--- src/design/epmc_pkg.sv ---
// shared constants and types for the eprom mode controller
package epmc_pkg;
   localparam int CLK_MHZ = 40;
   // read access delays in ns
   localparam int ADDRESS_ACCESS_DELAY_NS = 150;
   localparam int SELECT_TO_OUTPUT_DELAY_NS = 150;
   localparam int GATE_TO_OUTPUT_DELAY_NS = 50;
   localparam int FLOAT_DELAY_NS = 60;
   // programming timing in us
   localparam int SETUP_US = 1;
   localparam int DATA_HOLD_US = 1;
   localparam int PULSE_US = 100;
   localparam int SUPPLY_SETTLE_US = 1;
   // least times round up, pulse width uses typical figure
   localparam int ACCESS_CYC = (ADDRESS_ACCESS_DELAY_NS * CLK_MHZ + 999) / 1000;
   localparam int GATE_CYC = (GATE_TO_OUTPUT_DELAY_NS * CLK_MHZ + 999) / 1000;
   localparam int FLOAT_CYC = (FLOAT_DELAY_NS * CLK_MHZ + 999) / 1000;
   localparam int SETUP_CYC = SETUP_US * CLK_MHZ;
   localparam int HOLD_CYC = DATA_HOLD_US * CLK_MHZ;
   localparam int SETTLE_CYC = SUPPLY_SETTLE_US * CLK_MHZ;
   localparam int PULSE_CYC = PULSE_US * CLK_MHZ;
   localparam int CNT_W = 16;
   localparam int ADDR_W = 19;
   localparam int DATA_W = 8;

   typedef enum logic [3:0] {
      EPMC_IDLE = 4'h0,
      EPMC_RD_SEL = 4'h1,
      EPMC_RD_GATE = 4'h2,
      EPMC_RD_FLOAT = 4'h3,
      EPMC_PW_CORE = 4'h4,
      EPMC_PW_PROG = 4'h5,
      EPMC_PG_SETUP = 4'h6,
      EPMC_PG_PULSE = 4'h7,
      EPMC_PG_HOLD = 4'h8,
      EPMC_VF_GATE = 4'h9,
      EPMC_VF_FLOAT = 4'hA,
      EPMC_PD_PROG = 4'hB,
      EPMC_PD_CORE = 4'hC
   } epmc_state_t;

   typedef enum logic [1:0] {
      EPMC_CMD_READ = 2'h0,
      EPMC_CMD_PROGRAM = 2'h1,
      EPMC_CMD_VERIFY = 2'h2
   } epmc_cmd_t;
endpackage

--- src/design/epmc_timer_if.sv ---
// carrier between the controller and its delay timer
`timescale 1ns/1ps
interface epmc_timer_if;
   logic load;
   logic [15:0] count;
   logic done;
   modport ctrl (output load, output count, input done);
   modport timer (input load, input count, output done);
endinterface

--- src/design/epmc_timer.sv ---
// down counter that times pin sequencing delays
`timescale 1ns/1ps
module epmc_timer
(
   // clock and reset
   input wire logic clock_i,
   input wire logic reset_i,
   // controller side
   epmc_timer_if.timer tmr
);
   import epmc_pkg::*;

   typedef struct packed {
      logic [CNT_W-1:0] remain;
      logic done;
   } epmc_tmr_t;

   epmc_tmr_t state_reg;
   epmc_tmr_t state_next;

   always_comb
   begin
      state_next = state_reg;
      state_next.done = 1'b0;
      if (tmr.load)
      begin
         state_next.remain = tmr.count;
      end
      else if (state_reg.remain != '0)
      begin
         state_next.remain = state_reg.remain - 16'h0001;
         state_next.done = (state_reg.remain == 16'h0001);
      end
   end

   always_ff @(posedge clock_i)
   begin
      if (reset_i)
      begin
         state_reg <= '0;
      end
      else
      begin
         state_reg <= state_next;
      end
   end

   assign tmr.done = state_reg.done;
endmodule // epmc_timer

--- src/design/epmc_ctrl.sv ---
// host controller that sequences eprom pins and supplies for read and programming
// Function
// - select acts as power and device choice, the output gate alone gates data out.
// - the programming supply is high in the programming group and normal otherwise.
// - the core supply is raised in the programming group and normal otherwise.
// - the core supply comes up no later and goes down no earlier than the programming supply.
// - the program strobe is high before or when the programming supply rises.
// - in arrays select is the decoded choice and the gate follows the read strobe.
// - programming needs the high supply and the gate high, then a low pulse on select.
`timescale 1ns/1ps
module epmc_ctrl
(
   // clock and reset
   input wire logic clock_i,
   input wire logic reset_i,
   // command port
   input wire logic cmd_valid_i,
   input wire epmc_pkg::epmc_cmd_t cmd_i,
   input wire logic [epmc_pkg::ADDR_W-1:0] cmd_addr_i,
   input wire logic [epmc_pkg::DATA_W-1:0] cmd_data_i,
   output logic cmd_ready_o,
   output logic rsp_valid_o,
   output logic [epmc_pkg::DATA_W-1:0] rsp_data_o,
   // memory pins
   output logic [epmc_pkg::ADDR_W-1:0] mem_addr_o,
   output logic select_and_program_strobe_n_o,
   output logic gate_n_o,
   input wire logic [epmc_pkg::DATA_W-1:0] mem_data_i,
   output logic [epmc_pkg::DATA_W-1:0] mem_data_o,
   output logic mem_data_oe_o,
   // supply switches, high selects the programming level
   output logic prog_supply_high_o,
   output logic core_supply_high_o
);
   import epmc_pkg::*;

   typedef struct packed {
      epmc_state_t st;
      logic ready;
      logic rvalid;
      logic [DATA_W-1:0] rdata;
      logic [ADDR_W-1:0] addr;
      logic sel_n;
      logic gate_n;
      logic [DATA_W-1:0] wdata;
      logic wdrive;
      logic vpp_hi;
      logic vcc_hi;
      logic verify;
   } epmc_ctl_t;

   epmc_ctl_t state_reg;
   epmc_ctl_t state_next;
   logic [DATA_W-1:0] din_meta_reg;
   logic [DATA_W-1:0] din_sync_reg;

   epmc_timer_if tmr_bus();

   epmc_timer u_timer
   (
      .clock_i(clock_i),
      .reset_i(reset_i),
      .tmr(tmr_bus)
   );

   // ---------------------------------------------------------------
   // data pin synchroniser
   // ---------------------------------------------------------------
   always_ff @(posedge clock_i)
   begin
      if (reset_i)
      begin
         din_meta_reg <= '0;
         din_sync_reg <= '0;
      end
      else
      begin
         din_meta_reg <= mem_data_i;
         din_sync_reg <= din_meta_reg;
      end
   end

   // ---------------------------------------------------------------
   // sequencer
   // ---------------------------------------------------------------
   logic [CNT_W-1:0] ld_count;
   logic ld;

   always_comb
   begin
      state_next = state_reg;
      state_next.rvalid = 1'b0;
      ld = 1'b0;
      ld_count = '0;
      case (state_reg.st)
         EPMC_IDLE:
         begin
            // standby: select and gate high, data floats
            state_next.sel_n = 1'b1;
            state_next.gate_n = 1'b1;
            state_next.ready = 1'b1;
            if (state_reg.ready && cmd_valid_i)
            begin
               state_next.ready = 1'b0;
               state_next.addr = cmd_addr_i;
               state_next.wdata = cmd_data_i;
               state_next.verify = (cmd_i == EPMC_CMD_VERIFY);
               if (cmd_i == EPMC_CMD_READ)
               begin
                  // address and select move together; access waits are equal
                  state_next.sel_n = 1'b0;
                  state_next.st = EPMC_RD_SEL;
                  ld = 1'b1;
                  ld_count = CNT_W'(ACCESS_CYC - GATE_CYC);
               end
               else
               begin
                  // strobe already high before any supply rises
                  state_next.sel_n = 1'b1;
                  state_next.vcc_hi = 1'b1;
                  state_next.st = EPMC_PW_CORE;
                  ld = 1'b1;
                  ld_count = CNT_W'(SETTLE_CYC);
               end
            end
         end
         EPMC_RD_SEL:
         begin
            if (tmr_bus.done)
            begin
               // gate falls one cycle more than access minus gate delay after select, which keeps access time
               state_next.gate_n = 1'b0;
               state_next.st = EPMC_RD_GATE;
               ld = 1'b1;
               ld_count = CNT_W'(GATE_CYC + 2);
            end
         end
         EPMC_RD_GATE, EPMC_VF_GATE:
         begin
            if (tmr_bus.done)
            begin
               // extra two cycles cover the synchroniser
               state_next.rdata = din_sync_reg;
               state_next.rvalid = 1'b1;
               state_next.gate_n = 1'b1;
               state_next.st = (state_reg.st == EPMC_RD_GATE) ? EPMC_RD_FLOAT : EPMC_VF_FLOAT;
               ld = 1'b1;
               ld_count = CNT_W'(FLOAT_CYC);
            end
         end
         EPMC_RD_FLOAT:
         begin
            if (tmr_bus.done)
            begin
               state_next.sel_n = 1'b1;
               state_next.st = EPMC_IDLE;
            end
         end
         EPMC_PW_CORE:
         begin
            if (tmr_bus.done)
            begin
               state_next.vpp_hi = 1'b1;
               state_next.st = EPMC_PW_PROG;
               ld = 1'b1;
               ld_count = CNT_W'(SETUP_CYC);
            end
         end
         EPMC_PW_PROG:
         begin
            if (tmr_bus.done)
            begin
               if (state_reg.verify)
               begin
                  // verify: select and gate low together with high supply
                  state_next.sel_n = 1'b0;
                  state_next.gate_n = 1'b0;
                  state_next.st = EPMC_VF_GATE;
                  ld = 1'b1;
                  ld_count = CNT_W'(ACCESS_CYC + 2);
               end
               else
               begin
                  // gate stays high and data driven before the pulse
                  state_next.wdrive = 1'b1;
                  state_next.st = EPMC_PG_SETUP;
                  ld = 1'b1;
                  ld_count = CNT_W'(SETUP_CYC);
               end
            end
         end
         EPMC_PG_SETUP:
         begin
            if (tmr_bus.done)
            begin
               state_next.sel_n = 1'b0;
               state_next.st = EPMC_PG_PULSE;
               ld = 1'b1;
               // timer ends one cycle after its count, so load one less for an exact pulse
               ld_count = CNT_W'(PULSE_CYC - 1);
            end
         end
         EPMC_PG_PULSE:
         begin
            if (tmr_bus.done)
            begin
               // back to inhibit; select high blocks further writes
               state_next.sel_n = 1'b1;
               state_next.st = EPMC_PG_HOLD;
               ld = 1'b1;
               ld_count = CNT_W'(HOLD_CYC);
            end
         end
         EPMC_PG_HOLD:
         begin
            if (tmr_bus.done)
            begin
               state_next.wdrive = 1'b0;
               state_next.rvalid = 1'b1;
               state_next.rdata = state_reg.wdata;
               state_next.vpp_hi = 1'b0;
               state_next.st = EPMC_PD_PROG;
               ld = 1'b1;
               ld_count = CNT_W'(SETTLE_CYC);
            end
         end
         EPMC_VF_FLOAT:
         begin
            if (tmr_bus.done)
            begin
               state_next.sel_n = 1'b1;
               state_next.vpp_hi = 1'b0;
               state_next.st = EPMC_PD_PROG;
               ld = 1'b1;
               ld_count = CNT_W'(SETTLE_CYC);
            end
         end
         EPMC_PD_PROG:
         begin
            if (tmr_bus.done)
            begin
               state_next.vcc_hi = 1'b0;
               state_next.st = EPMC_PD_CORE;
               ld = 1'b1;
               ld_count = CNT_W'(SETTLE_CYC);
            end
         end
         EPMC_PD_CORE:
         begin
            if (tmr_bus.done)
            begin
               state_next.st = EPMC_IDLE;
            end
         end
         default:
         begin
            state_next.st = EPMC_IDLE;
         end
      endcase
   end

   assign tmr_bus.load = ld;
   assign tmr_bus.count = ld_count;

   always_ff @(posedge clock_i)
   begin
      if (reset_i)
      begin
         state_reg <= '0;
         state_reg.st <= EPMC_IDLE;
         state_reg.sel_n <= 1'b1;
         state_reg.gate_n <= 1'b1;
      end
      else
      begin
         state_reg <= state_next;
      end
   end

   // ---------------------------------------------------------------
   // outputs
   // ---------------------------------------------------------------
   assign cmd_ready_o = state_reg.ready;
   assign rsp_valid_o = state_reg.rvalid;
   assign rsp_data_o = state_reg.rdata;
   assign mem_addr_o = state_reg.addr;
   assign select_and_program_strobe_n_o = state_reg.sel_n;
   assign gate_n_o = state_reg.gate_n;
   assign mem_data_o = state_reg.wdata;
   assign mem_data_oe_o = state_reg.wdrive;
   assign prog_supply_high_o = state_reg.vpp_hi;
   assign core_supply_high_o = state_reg.vcc_hi;
endmodule // epmc_ctrl

--- config.mk ---
export PLATFORM = sky130hd
export DESIGN_NAME = epmc_ctrl
export DESIGN_NICKNAME = d
export VERILOG_FILES = /design/src/design/epmc_pkg.sv /design/src/design/epmc_timer_if.sv /design/src/design/epmc_timer.sv /design/src/design/epmc_ctrl.sv
export SDC_FILE = /design/constraint.sdc
export NUM_CORES = 1
export LEC_CHECK = 0
export BUFFER_PORTS_ARGS = -buffer_cell sky130_fd_sc_hd__buf_2
export CAP_MARGIN = 0
export CORE_ASPECT_RATIO = 1.75
export CORE_UTILIZATION = 48
export DETAILED_ROUTE_END_ITERATION = 10
export GPL_TIMING_DRIVEN = 0
export HOLD_SLACK_MARGIN = 0.1
export PLACE_DENSITY = 0.7
export REMOVE_ABC_BUFFERS = 1
export SLEW_MARGIN = 20
export SYNTH_ARGS = -nofsm -noshare
export SYNTH_HDL_FRONTEND = slang
export SYNTH_HIERARCHICAL = 1
export SYNTH_SLANG_ARGS = --single-unit
--- constraint.sdc ---
create_clock -name clock_i -period 2.8 [get_ports clock_i]
set_input_delay 0.14 -clock clock_i [delete_from_list [all_inputs] [get_ports clock_i]]
set_output_delay 0.14 -clock clock_i [all_outputs]
set_load 0.02 [all_outputs]
* After elaboration in Yosys (flattened, before gate mapping)
Index checks and enable logic that the tools add are counted.
Storage, ports and cells: flip-flop bits (word level) 80, input bits 40, output and inout bits 42, word-level logic and storage cells 121
Operators by class: add/subtract/negate cells 1, equality and inequality tests 30, muxes and demuxes 47, bitwise operators 1, reductions and logical operators 26
Operators by type and width (number):
- case mux 12 bit (6 select lines) | 1
- two-way mux 4 bit | 11
- case mux 4 bit (10 select lines) | 1
- two-way mux 6 bit | 5
- != test 2 x 1 -> 1 bit (second input constant) | 12
- equality test 4 bit (second input constant) | 5
- two-way mux 9 bit | 2
- case mux 9 bit (2 select lines) | 1
- two-way mux 17 bit | 1
- equality test 16 x 1 -> 1 bit (second input constant) | 1
- equality test 4 x 3 -> 1 bit (second input constant) | 4
- two-way mux 16 bit | 1
- nonzero test 16 bit | 1
- subtractor 16 x 1 -> 16 bit (second input constant) | 1
- two-way mux 12 bit | 1
- AND reduction 4 bit | 3
- two-way mux 2 bit | 5
- AND reduction 10 bit | 1
- AND reduction 5 bit | 2
- OR reduction 10 bit | 1
- two-way mux 1 bit | 9
- equality test 4 x 2 -> 1 bit (second input constant) | 2
- != test 2 bit (second input constant) | 4
- case mux 1 bit (4 select lines) | 2
- 18 further kinds | 28

* Depth between registers and ports, before layout
depth in word-level cells 5, gate-level depth with buffers 8, gate-level depth less buffers 6

* Cells and area by module
The synthesis kept the hierarchy.
Modules (own cells, without submodules):
- epmc_ctrl | times used 1, cells an instance 344, area each 2870.3 um^2, sequential area each 1261.2 um^2
- epmc_timer | times used 1, cells an instance 114, area each 1008.5 um^2, sequential area each 340.3 um^2

* Worst setup path before layout
OpenSTA, ideal clock, no wires.
path type register -> register, from register state_reg[43] in the netlist's numbering, to register u_timer/state_reg[4] in the netlist's numbering, library setup time 0.059 ns, arrival 1.620 ns, required time 2.741 ns, setup slack 1.121 ns, stages on the path, launching flop included 9, path buffers 2, period minus slack after synthesis 1.679 ns, cells stage by stage dfxtp_1 -> clkbuf_1 -> nor2b_1 -> o21ai_0 -> nand3_1 -> nor2b_1 -> buf_2 -> a21oi_1 -> nand2_1
On the way: cells in the longest elaborated chain, start to end 4, elaborated cells between the ends (all ways) 18, those cells by class 10 x eq/ne; 3 x mux; 5 x reduce/logical
RTL lines:
- start, declared | RTL line epmc_ctrl.sv:52 | epmc_ctl_t state_reg;
- start signal, assigned | RTL line epmc_ctrl.sv:276 | state_reg <= state_next;
- equality test 4 x 2 -> 1 bit, or another cell as far along | RTL line epmc_ctrl.sv:95 | case (state_reg.st)
- OR reduction 10 bit (no source line)
- case mux 1 bit (2 select lines) * | RTL line epmc_ctrl.sv:95
- net ld | RTL line epmc_ctrl.sv:87 | logic ld;
- two-way mux 16 bit or nonzero test 2 bit (tied branches)
- end signal, assigned | RTL line epmc_timer.sv:44 | state_reg <= state_next;
- end, declared | RTL line epmc_timer.sv:18 | epmc_tmr_t state_reg;
Mark *: on every way through the listed nets, which the timed path passes. The rest lies on a longest branch. A chain may end at the register's enable or synchronous reset.

* Worst setup path in the final report
from register state_reg[43] in the netlist's numbering, to register state_reg[0] in the netlist's numbering
On the way: cells in the longest elaborated chain, start to end 2
RTL lines (RTL line):
- logical NOT 4 bit | epmc_ctrl.sv:95
- AND reduction 2 bit (no source line)
Every way passes these cells.

==> run summary <==
WP depth - 5
adder-cell share of the synthesized area - 0.00968
Max clock buf depth - 2
Starting Density - 0.494
Clock transition at path regs - 0.06 ns
drt drc - 0
via count - 3381
vias per std cell - 5.43
Final nets - 571
RSZ-0062 raised after global routing - false
first-pass GRT wire length - 14800 um
final WL - 8840 um
endpoints failing hold - 0
Post-Route Utilization - 0.592
share of cells above drive strength 1 - 0.221
P_leak - 1.91 nW
worst path buffer plus inverter count - 1
Least-Margin Pin Slew - 0.806 ns
Total GRT Usage - 0.220
crit path cell chain - or4_4, nor2_4, nand3b_1, dlygate4sd3_1, a21oi_1
Synth Flop Type - dfxtp_1
Crit Path Max Fanout - 30
post-DP HPWL - 5520 um
Pre-antenna DRT Iters - 6
post-synthesis compound-gate area fraction - 0.163
Yosys warning total - 6
reg-to-reg startpoint - state_reg[43]$_SDFFE_PP0P_
Worst setup SP type - flip-flop
xor/xnor cell area share of the yosys netlist - 0.0226
Setup CP Type - reg2reg
Filler cells - 713
Max stage delay on crit path - 0.61 ns
Initial DRC Count - 284
commonest non-fill, non-tap cells in the layout - nand2_1, buf_2, dfxtp_1
Root Driver - clkbuf_16
R2R Path End - state_reg[0]$_SDFFE_PP0P_
Slew Limit Fails - 0
clock buffer count from CTS - 9
max_cap viols - 0
# rows - 43
post-synthesis simple-gate area fraction - 0.260
outcome - complete, no violations
worst r2r path cells - 5
Post-synth EDFFs - 0
core outline area - 7860 sq um
H-tree depth - 3
Syn Area/Cell - 8.47 sq um
PD cells - 755 nW/um^2
Chip Width - 70.0 um
global route total overflow - 0
vias in the first global route - 3278
Final Cell Area - 4650 sq um
port bufs - 81
CTS tree - done
largest family of logic cells by synthesized area - simple AND/OR/NAND/NOR gates
Tot Pwr - 3.51 mW
Worst Skew - 0.00658 ns
CP arrival - 2.79 ns
Placer Congestion - 0.860
Hold Slack - 0.169 ns
sequential share of the synthesized area - 0.413
Tmin final - 2.52 ns
max reg flops - 19
synthesis-to-finish area growth - 19.9%
I/O Pins - 82
antenna violations before repair - 0
mux cell area share after synthesis - 0.0103
Clock Latency Late Sink - 0.34 ns
origin of the worst setup path - state_reg[43]$_SDFFE_PP0P_
Yosys cell types - 65
Slew headroom - 0.459
CP Capture Type - flip-flop
antenna viol nets, final - 0
Reg2Reg Setup Slack - 0.28 ns
drt wl/cell - 14.2 um
Final period util - 0.902
Max Fclk - 396 MHz
Die Ht - 121 um
cell count after synthesis - 458
crit path to - state_reg[0]$_SDFFE_PP0P_
CP delay by family, top - simple AND/OR/NAND/NOR gates
Hold Crit Class - in2reg
Clock Sinks - 80
slowest CP cell - or4_4
post-synthesis cell area - 3880 sq um
largest net degree at the start of global routing - 72
WP data required - 3.07 ns
VDD IR max - 529 uV
# setup viols final - 0
asr flop ratio synth - 0
Area after DPL - 3990 sq um
die area - 8460 sq um
Yosys reg bits - 80
ANT cells - 0
-- cells by family after synthesis --
logic type | after synthesis
buffers and inverters | 75
adder cells (fa/ha/maj) | 3
flip-flops | 80
XOR/XNOR | 10
other | 1
AO/OA/AOI/OAI | 98
AND/OR/NAND/NOR | 187
multiplexers | 4
-- timing repair --
action                                  4_1_cts  5_1_grt
gates resized for setup                       1        4
endpoints found under the hold margin        36        0
pin swaps                                     0        1
endpoints found under the setup margin        3       13
hold buffers                                 37        0
setup buffers                                 0        0
-- tightest hold or removal path: cells and delay by family --
kind / cells / cell delay, ns
AO/OA/AOI/OAI: 1 / 0.06
AND/OR/NAND/NOR: 2 / 0.17
buffers and inverters: 1 / 0.10
-- power by group --
group	total [mW]	internal, mW	switching [mW]
Clock	1.09	0.606	0.488
Combinational	0.974	0.430	0.544
Sequential	1.44	1.28	0.162
-- cell type report --
cell class	instances	area [sq um]	share of cell area
clock buffer	9	225	0.0484
clock inverter	7	53.8	0.0116
inverter	12	45.0	0.00969
multi-input combinational	307	1830	0.393
sequential	80	1610	0.346
tap	90	113	0.0242
timing repair buffer	118	778	0.167
-- routing by layer --
layer / global-route usage / up-vias / routed length (um)
li1: - / 1682 / -
met1: 0.247 / 1590 / 3540
met3: 0.0556 / 16 / 395
met2: 0.383 / 93 / 4700
met5: 0 / - / 0
met4: 0.104 / 0 / 205
-- metrics by stage --
stage               instances  TNS (ns)  worst slack [ns]
floorplan                 399         0             0.692
detailed placement        570   -0.0610           -0.0282
global placement          570         0            0.0637
CTS                       623         0            0.0959
global route              623         0            0.0382
finish                    623         0             0.275
-- cell usage after synthesis (all sizes together) (5+ instances only) --
master | count | area share
nor2b | 24 | 0.039
dfxtp | 80 | 0.41
nor3 | 10 | 0.015
a21oi | 40 | 0.053
inv | 12 | 0.012
nor4 | 6 | 0.021
a222oi | 8 | 0.021
nand2 | 80 | 0.077
nor2 | 25 | 0.026
o21ai | 20 | 0.026
clkbuf | 13 | 0.015
nand2b | 7 | 0.011
nand4 | 5 | 0.012
nand3 | 7 | 0.010
buf | 49 | 0.091
xor2 | 7 | 0.016
-- how the worst min path moves through the flow --
stage | cells past startpoint | end | start | slack (ns)
after floorplan | 1 | core_supply_high_o$_SDFFE_PP0P_ | reset_i | 0.21
after global placement | 2 | din_meta_reg[6]$_SDFF_PP0_ | mem_data_i[6] | 0.35
after detailed placement | 2 | din_meta_reg[4]$_SDFF_PP0_ | mem_data_i[4] | 0.36
after CTS | 4 | state_reg[43]$_SDFFE_PP0P_ | cmd_i[0] | 0.18
after global routing | 4 | state_reg[43]$_SDFFE_PP0P_ | cmd_i[0] | 0.21
final | 4 | state_reg[43]$_SDFFE_PP0P_ | cmd_i[0] | 0.17
Note: power is estimated with default switching activity, not from simulation.
